<file path="src/hw/rxeq_consts.svh">
`ifndef RXEQ_CONSTS_SVH
`define RXEQ_CONSTS_SVH

// register offsets: the port select, then the registers of the per-port window
`define RXEQ_OFS_PORT_SEL 8'h4C
`define RXEQ_OFS_CTL 8'hD2
`define RXEQ_OFS_STATE 8'hD3
`define RXEQ_OFS_OVR 8'hD4
`define RXEQ_OFS_LIM 8'hD5
`define RXEQ_OFS_SF_A 8'hD6
`define RXEQ_OFS_SF_B 8'hD7

// reset values
`define RXEQ_RST_CTL 8'h94
`define RXEQ_RST_OVR 8'h60
`define RXEQ_RST_LIM 8'hF2
`define RXEQ_RST_ZERO 8'h00

// equalizer_adapt_control fields
`define RXEQ_CTL_RELOCK_HI 7
`define RXEQ_CTL_RELOCK_LO 5
`define RXEQ_CTL_FIRST 4
`define RXEQ_CTL_RESTART 3
`define RXEQ_CTL_FLOOR_EN 2
`define RXEQ_CTL_WR_MASK 8'hF4

// equalizer_manual_override fields
`define RXEQ_OVR_HIGH_HI 7
`define RXEQ_OVR_HIGH_LO 5
`define RXEQ_OVR_LOCKMODE 4
`define RXEQ_OVR_LOW_HI 3
`define RXEQ_OVR_LOW_LO 1
`define RXEQ_OVR_BYPASS 0

// equalizer_range_limits fields
`define RXEQ_LIM_CEIL_HI 7
`define RXEQ_LIM_CEIL_LO 4
`define RXEQ_LIM_FLOOR_HI 3
`define RXEQ_LIM_FLOOR_LO 0

// sampling filter status fields
`define RXEQ_SF_LIMIT 7
`define RXEQ_SF_SETTLED 6
`define RXEQ_SF_FAULT 6
`define RXEQ_SF_DLY_W 6

// relock wait times in ns, and the clock period in ns
`define RXEQ_CLK_PERIOD_NS 5
`define RXEQ_RELOCK_T0_NS 164000
`define RXEQ_RELOCK_T1_NS 328000
`define RXEQ_RELOCK_T2_NS 655000
`define RXEQ_RELOCK_T3_NS 1310000
`define RXEQ_RELOCK_T4_NS 2620000
`define RXEQ_RELOCK_T5_NS 5240000
`define RXEQ_RELOCK_T6_NS 10500000
`define RXEQ_RELOCK_T7_NS 21000000

`endif

</file>
<file path="src/hw/rxeq_pkg.sv">
package rxeq_pkg;
    typedef enum logic {
        RXEQ_ST_ADAPT,
        RXEQ_ST_DONE
    } rxeq_state_e;
    typedef logic [5:0] rxeq_eq_t;
    typedef logic [3:0] rxeq_step_t;
endpackage

</file>
<file path="src/hw/rxeq_adapt_engine.sv">
`timescale 1ns/1ps
`include "rxeq_consts.svh"
module rxeq_adapt_engine #(
    parameter int unsigned CNT_W = 23,
    parameter int unsigned RELOCK_CYC [0:7] = '{default: 1}
) (
    // clock and reset
    input wire logic i_clk_sys,
    input wire logic i_reset_n,
    // settings
    input wire logic [2:0] i_relock_wait_select,
    input wire logic i_first_lock_zero_start,
    input wire logic i_adapt_restart,
    input wire logic i_floor_start_enable,
    input wire rxeq_pkg::rxeq_step_t i_eq_start_floor,
    input wire rxeq_pkg::rxeq_step_t i_eq_ceiling,
    input wire logic i_adapt_disable,
    input wire rxeq_pkg::rxeq_eq_t i_manual_eq,
    input wire logic i_lock_waits_for_adapt,
    // front end
    input wire logic i_lock_raw,
    // results
    output rxeq_pkg::rxeq_eq_t o_eq_setting,
    output logic o_lock,
    output logic o_adapt_done
);
    rxeq_pkg::rxeq_state_e state;
    rxeq_pkg::rxeq_step_t step;
    rxeq_pkg::rxeq_step_t start_step;
    logic [CNT_W-1:0] wait_cnt;
    logic init_pend;
    logic lock_seen;
    logic expired;
    logic first_lock;

    function automatic logic [CNT_W-1:0] wait_limit(input logic [2:0] sel);
        wait_limit = CNT_W'(RELOCK_CYC[sel] - 1);
    endfunction

    // a floor above the ceiling would escape the limit, so clamp it
    assign start_step = !i_floor_start_enable ? 4'h0 :
        (i_eq_start_floor > i_eq_ceiling) ? i_eq_ceiling :
        i_eq_start_floor;
    assign expired = wait_cnt >= wait_limit(i_relock_wait_select);
    assign first_lock = i_lock_raw && !lock_seen;

    always_ff @(posedge i_clk_sys) begin
        if (!i_reset_n) begin
            lock_seen <= 1'b0;
        end else if (i_adapt_restart) begin
            lock_seen <= 1'b0;
        end else if (i_lock_raw) begin
            lock_seen <= 1'b1;
        end
    end

    always_ff @(posedge i_clk_sys) begin
        if (!i_reset_n) begin
            wait_cnt <= '0;
        end else if (i_adapt_restart || init_pend || expired ||
                     state == rxeq_pkg::RXEQ_ST_DONE) begin
            wait_cnt <= '0;
        end else begin
            wait_cnt <= wait_cnt + 1'b1;
        end
    end

    always_ff @(posedge i_clk_sys) begin
        if (!i_reset_n) begin
            init_pend <= 1'b1;
            step <= 4'h0;
            state <= rxeq_pkg::RXEQ_ST_ADAPT;
        end else begin
            init_pend <= 1'b0;
            if (i_adapt_restart || init_pend) begin
                step <= start_step;
                state <= rxeq_pkg::RXEQ_ST_ADAPT;
            end else if (first_lock && i_first_lock_zero_start) begin
                step <= 4'h0;
                state <= rxeq_pkg::RXEQ_ST_ADAPT;
            end else if (step > i_eq_ceiling) begin
                step <= i_eq_ceiling;
            end else begin
                unique case (state)
                    rxeq_pkg::RXEQ_ST_ADAPT: begin
                        if (expired && !i_adapt_disable) begin
                            if (i_lock_raw) begin
                                state <= rxeq_pkg::RXEQ_ST_DONE;
                            end else if (step >= i_eq_ceiling) begin
                                step <= start_step;
                            end else begin
                                step <= step + 1'b1;
                            end
                        end
                    end
                    rxeq_pkg::RXEQ_ST_DONE: begin
                        if (!i_lock_raw) begin
                            state <= rxeq_pkg::RXEQ_ST_ADAPT;
                        end
                    end
                endcase
            end
        end
    end

    always_ff @(posedge i_clk_sys) begin
        if (!i_reset_n) begin
            o_eq_setting <= '0;
            o_lock <= 1'b0;
            o_adapt_done <= 1'b0;
        end else begin
            o_eq_setting <= i_adapt_disable ? i_manual_eq : {2'b00, step};
            o_adapt_done <= state == rxeq_pkg::RXEQ_ST_DONE;
            // bypass has nothing to settle, so lock is never held back
            o_lock <= i_lock_raw && (!i_lock_waits_for_adapt ||
                i_adapt_disable ||
                state == rxeq_pkg::RXEQ_ST_DONE);
        end
    end
endmodule

</file>
<file path="src/hw/rxeq_port_regs.sv">
`timescale 1ns/1ps
`include "rxeq_consts.svh"
module rxeq_port_regs #(
    parameter int unsigned N_PORTS = 4,
    parameter int unsigned CNT_W = 23,
    parameter int unsigned RELOCK_CYC [0:7] = '{
        `RXEQ_RELOCK_T0_NS / `RXEQ_CLK_PERIOD_NS,
        `RXEQ_RELOCK_T1_NS / `RXEQ_CLK_PERIOD_NS,
        `RXEQ_RELOCK_T2_NS / `RXEQ_CLK_PERIOD_NS,
        `RXEQ_RELOCK_T3_NS / `RXEQ_CLK_PERIOD_NS,
        `RXEQ_RELOCK_T4_NS / `RXEQ_CLK_PERIOD_NS,
        `RXEQ_RELOCK_T5_NS / `RXEQ_CLK_PERIOD_NS,
        `RXEQ_RELOCK_T6_NS / `RXEQ_CLK_PERIOD_NS,
        `RXEQ_RELOCK_T7_NS / `RXEQ_CLK_PERIOD_NS
    }
) (
    // clock and reset
    input wire logic i_clk_sys,
    input wire logic i_reset_n,
    // register access from the i2c slave
    input wire logic [7:0] i_reg_addr,
    input wire logic i_reg_wr,
    input wire logic i_reg_rd,
    input wire logic [7:0] i_reg_wdata,
    output logic [7:0] o_reg_rdata,
    output logic o_reg_rvalid,
    // receiver front end, one slice per port
    input wire logic [N_PORTS-1:0] i_lock_raw,
    input wire logic [N_PORTS-1:0] i_sampler_limit_hit,
    input wire logic [N_PORTS-1:0] i_sampler_settled,
    input wire logic [N_PORTS-1:0] i_sampler_measure_fault,
    input wire logic [N_PORTS*6-1:0] i_sampler_clock_delay,
    input wire logic [N_PORTS*6-1:0] i_sampler_data_delay,
    // equalizer controls to the front end
    output logic [N_PORTS*6-1:0] o_eq_setting,
    output logic [N_PORTS-1:0] o_lock,
    output logic [N_PORTS-1:0] o_adapt_done
);
    localparam int unsigned PS_W = (N_PORTS > 1) ? $clog2(N_PORTS) : 1;

    if (N_PORTS < 1 || N_PORTS > 8) begin : g_bad_ports
        $error("N_PORTS must be 1 to 8");
    end
    if (CNT_W < 2 || CNT_W > 31) begin : g_bad_cnt
        $error("CNT_W must be 2 to 31");
    end
    // a zero window would wrap the limit, a long one would not fit the count
    for (genvar r = 0; r < 8; r++) begin : g_chk_relock
        if (RELOCK_CYC[r] < 1 ||
            64'(RELOCK_CYC[r]) > (64'd1 << CNT_W)) begin : g_bad_relock
            $error("RELOCK_CYC entries must be 1 to 2**CNT_W");
        end
    end

    logic [PS_W-1:0] port_sel;
    logic [7:0] ctl [N_PORTS];
    logic [7:0] ovr [N_PORTS];
    logic [7:0] lim [N_PORTS];
    logic [N_PORTS-1:0] restart_q;
    logic [N_PORTS-1:0] limit_hit;
    logic [N_PORTS-1:0] settled;
    logic [N_PORTS-1:0] fault;
    logic sel_ok;
    logic [7:0] next_rdata;

    function automatic logic hit(input logic [7:0] addr,
                                 input logic [7:0] ofs);
        hit = addr == ofs;
    endfunction

    // a select beyond the port count reaches no copy at all
    assign sel_ok = 32'(port_sel) < N_PORTS;

    always_ff @(posedge i_clk_sys) begin
        if (!i_reset_n) begin
            port_sel <= '0;
        end else if (i_reg_wr && hit(i_reg_addr, `RXEQ_OFS_PORT_SEL)) begin
            port_sel <= i_reg_wdata[PS_W-1:0];
        end
    end

    always_ff @(posedge i_clk_sys) begin
        if (!i_reset_n) begin
            for (int p = 0; p < N_PORTS; p++) begin
                ctl[p] <= `RXEQ_RST_CTL;
                ovr[p] <= `RXEQ_RST_OVR;
                lim[p] <= `RXEQ_RST_LIM;
            end
        end else if (i_reg_wr && sel_ok) begin
            // restart and reserved bits are never stored
            if (hit(i_reg_addr, `RXEQ_OFS_CTL)) begin
                ctl[port_sel] <= i_reg_wdata & `RXEQ_CTL_WR_MASK;
            end
            if (hit(i_reg_addr, `RXEQ_OFS_OVR)) begin
                ovr[port_sel] <= i_reg_wdata;
            end
            if (hit(i_reg_addr, `RXEQ_OFS_LIM)) begin
                lim[port_sel] <= i_reg_wdata;
            end
        end
    end

    always_ff @(posedge i_clk_sys) begin
        if (!i_reset_n) begin
            restart_q <= '0;
        end else begin
            for (int p = 0; p < N_PORTS; p++) begin
                // one-cycle pulse; writing 0 does nothing
                restart_q[p] <= i_reg_wr && sel_ok &&
                    32'(port_sel) == p &&
                    hit(i_reg_addr, `RXEQ_OFS_CTL) &&
                    i_reg_wdata[`RXEQ_CTL_RESTART];
            end
        end
    end

    // status flags: a set in the read cycle survives the clear
    always_ff @(posedge i_clk_sys) begin
        if (!i_reset_n) begin
            limit_hit <= '0;
            settled <= '0;
            fault <= '0;
        end else begin
            for (int p = 0; p < N_PORTS; p++) begin
                if (i_reg_rd && sel_ok && 32'(port_sel) == p &&
                    hit(i_reg_addr, `RXEQ_OFS_SF_A)) begin
                    limit_hit[p] <= i_sampler_limit_hit[p];
                    settled[p] <= i_sampler_settled[p];
                end else begin
                    limit_hit[p] <= limit_hit[p] |
                        i_sampler_limit_hit[p];
                    settled[p] <= settled[p] & i_sampler_settled[p];
                end
                if (i_reg_rd && sel_ok && 32'(port_sel) == p &&
                    hit(i_reg_addr, `RXEQ_OFS_SF_B)) begin
                    fault[p] <= i_sampler_measure_fault[p];
                end else begin
                    fault[p] <= fault[p] | i_sampler_measure_fault[p];
                end
            end
        end
    end

    always_comb begin
        next_rdata = `RXEQ_RST_ZERO;
        if (hit(i_reg_addr, `RXEQ_OFS_PORT_SEL)) begin
            next_rdata[PS_W-1:0] = port_sel;
        end else if (sel_ok) begin
            unique case (i_reg_addr)
                `RXEQ_OFS_CTL: next_rdata = ctl[port_sel];
                `RXEQ_OFS_STATE: begin
                    next_rdata[5:0] = o_eq_setting[port_sel*6 +: 6];
                end
                `RXEQ_OFS_OVR: next_rdata = ovr[port_sel];
                `RXEQ_OFS_LIM: next_rdata = lim[port_sel];
                `RXEQ_OFS_SF_A: begin
                    next_rdata[`RXEQ_SF_LIMIT] = limit_hit[port_sel];
                    next_rdata[`RXEQ_SF_SETTLED] = settled[port_sel];
                    next_rdata[`RXEQ_SF_DLY_W-1:0] =
                        i_sampler_clock_delay[port_sel*6 +: 6];
                end
                `RXEQ_OFS_SF_B: begin
                    next_rdata[`RXEQ_SF_FAULT] = fault[port_sel];
                    next_rdata[`RXEQ_SF_DLY_W-1:0] =
                        i_sampler_data_delay[port_sel*6 +: 6];
                end
                default: next_rdata = `RXEQ_RST_ZERO;
            endcase
        end
    end

    always_ff @(posedge i_clk_sys) begin
        if (!i_reset_n) begin
            o_reg_rdata <= `RXEQ_RST_ZERO;
            o_reg_rvalid <= 1'b0;
        end else begin
            o_reg_rvalid <= i_reg_rd;
            if (i_reg_rd) begin
                o_reg_rdata <= next_rdata;
            end
        end
    end

    for (genvar g = 0; g < N_PORTS; g++) begin : g_port
        rxeq_adapt_engine #(
            .CNT_W(CNT_W),
            .RELOCK_CYC(RELOCK_CYC)
        ) u_engine (
            .i_clk_sys(i_clk_sys),
            .i_reset_n(i_reset_n),
            .i_relock_wait_select(
                ctl[g][`RXEQ_CTL_RELOCK_HI:`RXEQ_CTL_RELOCK_LO]),
            .i_first_lock_zero_start(ctl[g][`RXEQ_CTL_FIRST]),
            .i_adapt_restart(restart_q[g]),
            .i_floor_start_enable(ctl[g][`RXEQ_CTL_FLOOR_EN]),
            .i_eq_start_floor(
                lim[g][`RXEQ_LIM_FLOOR_HI:`RXEQ_LIM_FLOOR_LO]),
            .i_eq_ceiling(lim[g][`RXEQ_LIM_CEIL_HI:`RXEQ_LIM_CEIL_LO]),
            .i_adapt_disable(ovr[g][`RXEQ_OVR_BYPASS]),
            .i_manual_eq({ovr[g][`RXEQ_OVR_HIGH_HI:`RXEQ_OVR_HIGH_LO],
                ovr[g][`RXEQ_OVR_LOW_HI:`RXEQ_OVR_LOW_LO]}),
            .i_lock_waits_for_adapt(ovr[g][`RXEQ_OVR_LOCKMODE]),
            .i_lock_raw(i_lock_raw[g]),
            .o_eq_setting(o_eq_setting[g*6 +: 6]),
            .o_lock(o_lock[g]),
            .o_adapt_done(o_adapt_done[g])
        );
    end
endmodule

</file>
<file path="config.mk">
export PLATFORM = sky130hd
export DESIGN_NAME = rxeq_port_regs
export DESIGN_NICKNAME = d
export VERILOG_FILES = /design/src/hw/rxeq_pkg.sv /design/src/hw/rxeq_adapt_engine.sv /design/src/hw/rxeq_port_regs.sv
export VERILOG_INCLUDE_DIRS = /design/src /design/src/hw
export SDC_FILE = /design/constraint.sdc
export NUM_CORES = 1
export LEC_CHECK = 0
export ABC_AREA = 1
export BUFFER_PORTS_ARGS = -buffer_cell sky130_fd_sc_hd__buf_2
export CAP_MARGIN = 20
export CORE_MARGIN = 2
export CORE_UTILIZATION = 45
export DETAILED_ROUTE_END_ITERATION = 10
export SYNTH_ARGS = -nofsm -noshare
export SYNTH_HDL_FRONTEND = slang
export SYNTH_SLANG_ARGS = --single-unit
</file>
<file path="constraint.sdc">
create_clock -name i_clk_sys -period 4.2 [get_ports i_clk_sys]
set_input_delay 0.42 -clock i_clk_sys [delete_from_list [all_inputs] [get_ports i_clk_sys]]
set_output_delay 0.42 -clock i_clk_sys [all_outputs]
set_load 0.005 [all_outputs]
</file>
==> summary.md <==
| Metric | Value |
|---|---|
| Layout cell share with drive strength beyond 1 | 11.6% |
| Syn Inst Count | 2,382 |
| Wire per inst | 16.5 um |
| DIE WIDTH | 202 um |
| R2R Path End | g_port[0].u_engine.wait_cnt[20] |
| GP Congestion | 0.919 |
| Root Buffer | clkbuf_16 |
| Fin area | 19,800 um^2 |
| Synth unique cells | 53 |
| Top cell type's share of synthesized area | 20.2% |
| Reg2Reg Launch Point | ctl[0][3] |
| Worst-path clk slew | 0.06 ns |
| Largest net degree at the start of global routing | 31 |
| Ports | 125 |
| Syn-to-layout area delta | 12.6% |
| Post-Place Cell Area | 18,800 um^2 |
| Vias per cell | 5.31 |
| Starting DRT DRC Count | 1,316 |
| Predominant post-synthesis flop cell | dfxtp_1 |
| Post-DP HPWL | 38,400 um |
| Max-slew violations | 0 |
| R2R depth | 22 |
| Max FO, Critical Path | 10 |
| R2R Setup Slk | 0.39 ns |
| Max IR drop VDD | 307 uV |
| DR vias | 16,175 |
| Clock Latency Late Sink | 0.60 ns |
| RSZ-0062 raised after global routing | no |
| CTS Hold Bufs | 0 |
| Port-buffer cells | 124 |
| Gr busiest metal | met2 |
| Synthesized Nets | 2,632 |
| Setup CP Type | reg2reg |
| Critical Path End Type | flip-flop |
| Tcrit/Tclk final | 90.8% |
| Pre-antenna DRT Iters | 5 |
| Final Skew | 0.0165 ns |
| DIE AREA | 40,800 um^2 |
| Cell Rows | 72 |
| Gr ovfl total | 0 |
| PwrDens | 304 nW/um^2 |
| Post-synthesis sequential area ratio | 34.5% |
| Grt met2 use | 41.6% |
| Max_cap viols | 0 |
| FFs w/ async S/R, synth | 0% |
| Core area | 38,600 um^2 |
| Number of enable flip-flop cells after synthesis | 84 |
| Status | finished, final reports clean |
| Post-Syn Area per Cell | 7.40 um^2 |
| Clock Path Buffers | 3 |
| # setup viols final | 0 |
| Leak | 0.00882 uW |
| Worst slew pin tran | 0.909 ns |
| Diode count | 0 |
| DRC | 0 |
| Most common cell after layout, fill and taps aside | nand2_1 |
| CP endpoint | g_port[0].u_engine.wait_cnt[20] |
| Remaining antenna violation count | 0 |
| Required time worst endpoint | 4.71 ns |
| Routed WL | 50,300 um |
| Grt met3 use | 3.39% |
| Final Hold Viols | 0 |
| Net count, final | 2,752 |
| Worst relative slew slack | 38.7% |
| CTS tree | built |
| Fmax | 262 MHz |
| Initial Utilization | 45.6% |
| Most frequent cells in the layout | nand2_1, inv_1, nor2_1, dfxtp_1 |
| Die height | 202 um |
| Setup TNS | 0 ns |
| Worst Hold Class | in2reg |
| Worst Setup Start Kind | flip-flop |
| H-Tree Depth | 1 |
| Fin crit period | 3.81 ns |
| Post-Syn Area | 17,600 um^2 |
| Vias in the first global route | 15,351 |
| Flops & latches, synth | 262 |
| Initial antenna violation count | 0 |
| First-pass GRT wire length | 81,100 um |
| WP data arrival | 4.32 ns |
| Ys Warns | 0 |
| Most area-consuming cells after synthesis | dfxtp_1, edfxtp_1, ha_1 |
| CP startpoint | ctl[0][3] |
| Overall Global Routing Usage | 24.4% |
| TritonCTS Sinks | 262 |
| CTS Buf Count | 31 |
| Leading area contributor after synthesis | dfxtp_1 |
| Met1 global-route usage | 32.8% |
==> logic make-up (layout without fill, tap and decap cells) <==
group                      after synthesis  count (layout)  synth area share (%)
AOI/OAI and AO/OA                      390             390                  12.0
and+or+nand+nor                       1109            1109                  29.0
buffers and inverters                  364             509                  8.19
xor gates and xnor gates                91              91                  4.52
adders and majority gates              166             166                  11.8
DFF                                    262             262                  34.5
==> flip-flops by register name, indices dropped and copies added, names as in the netlist, named ones only <==
| name | flops |
|---|---|
| g_port.u_engine.o_eq_setting | 24 |
| g_port.u_engine.init_pend | 1 |
| restart_q | 4 |
| settled | 4 |
| o_reg_rvalid | 1 |
| ctl | 20 |
| g_port.u_engine.lock_seen | 4 |
| g_port.u_engine.state | 4 |
| g_port.u_engine.o_adapt_done | 4 |
| g_port.u_engine.wait_cnt | 92 |
| ovr | 32 |
| g_port.u_engine.step | 16 |
| fault | 4 |
| o_reg_rdata | 8 |
| limit_hit | 4 |
| port_sel | 2 |
| lim | 32 |
| g_port.u_engine.o_lock | 4 |
==> area by class of cell <==
| type | instances | area [um^2] |
|---|---|---|
| clock buffers | 35 | 791 |
| clock inverters | 23 | 259 |
| fillers | 3804 | 18800 |
| inverters | 300 | 1140 |
| multi-input cells | 1756 | 10100 |
| flip-flops and latches | 262 | 6090 |
| well taps | 518 | 648 |
| repair buffers | 150 | 816 |
| repair inverters | 1 | 7.51 |
==> worst max-delay path: stages, from the launching register on <==
cell,delay (ns)
edfxtp_1,0.53
inv_1,0.24
ha_1,0.20
inv_1,0.04
nand2_1,0.06
o21ai_1,0.11
nor2_1,0.16
nand2_1,0.11
nor2_1,0.22
o21ai_0,0.14
xor2_1,0.16
ha_1,0.30
nand2_1,0.07
inv_1,0.05
o21ai_0,0.07
a21oi_1,0.08
nor2_1,0.11
nand2_1,0.07
nand2_1,0.06
nand2_1,0.10
nor2_2,0.30
clkinvlp_4,0.35
nor3_1,0.20
==> repair_timing <==
action | CTS | global route
gates resized for setup | 0 | 3
endpoints found under the setup margin | 0 | 8
buffers inserted | 0 | 1
==> cells in the mapped netlist, drive strengths merged, types with 15 or more instances <==
cell type,count
inv,293
ha,166
o21ai,154
nor3b,15
o22ai,15
nor2,325
a21oi,171
nor4,17
clkbuf,33
dfxtp,178
nand3,181
nor3,51
xnor2,34
nand2,462
o211ai,16
xor2,57
edfxtp,84
buf,31
nand4,38
==> worst min path at each step <==
stage / startpoint / endpoint / cells past startpoint
detailed placement: restart_q[0] / g_port[0].u_engine.lock_seen / 1
finish: i_sampler_limit_hit[3] / limit_hit[3] / 3
global route: i_sampler_limit_hit[2] / limit_hit[2] / 3
floorplan: restart_q[0] / g_port[0].u_engine.lock_seen / 1
CTS: i_sampler_limit_hit[3] / limit_hit[3] / 3
global placement: restart_q[0] / g_port[0].u_engine.lock_seen / 1
==> where the power goes <==
group,leakage (uW),internal (uW),switching [uW]
Sequential,0.00220,2670,57.0
Clock,0.000506,1660,1160
Combinational,0.00612,175,324
==> per-stage QoR <==
stage	cells	setup WS [ns]	total power, uW	hold WS [ns]	util (%)
after CTS	3043	0.408	6090	0.00915	51.3
after global routing	3045	0.00267	6250	0.0329	51.3
final	3045	0.388	6040	0.0306	51.3
after global placement	2985	0.581	3260	0.410	48.6
after floorplan	2382	0.924	3080	0.401	-
after detailed placement	2985	0.419	3270	0.415	48.6
==> routing by layer <==
metal,routed length (um),up-vias
met2,23600,417
met1,22700,7517
li1,-,8154
met5,0,-
met4,1310,0
met3,2770,87
Note: power is estimated with default switching activity, not from simulation.
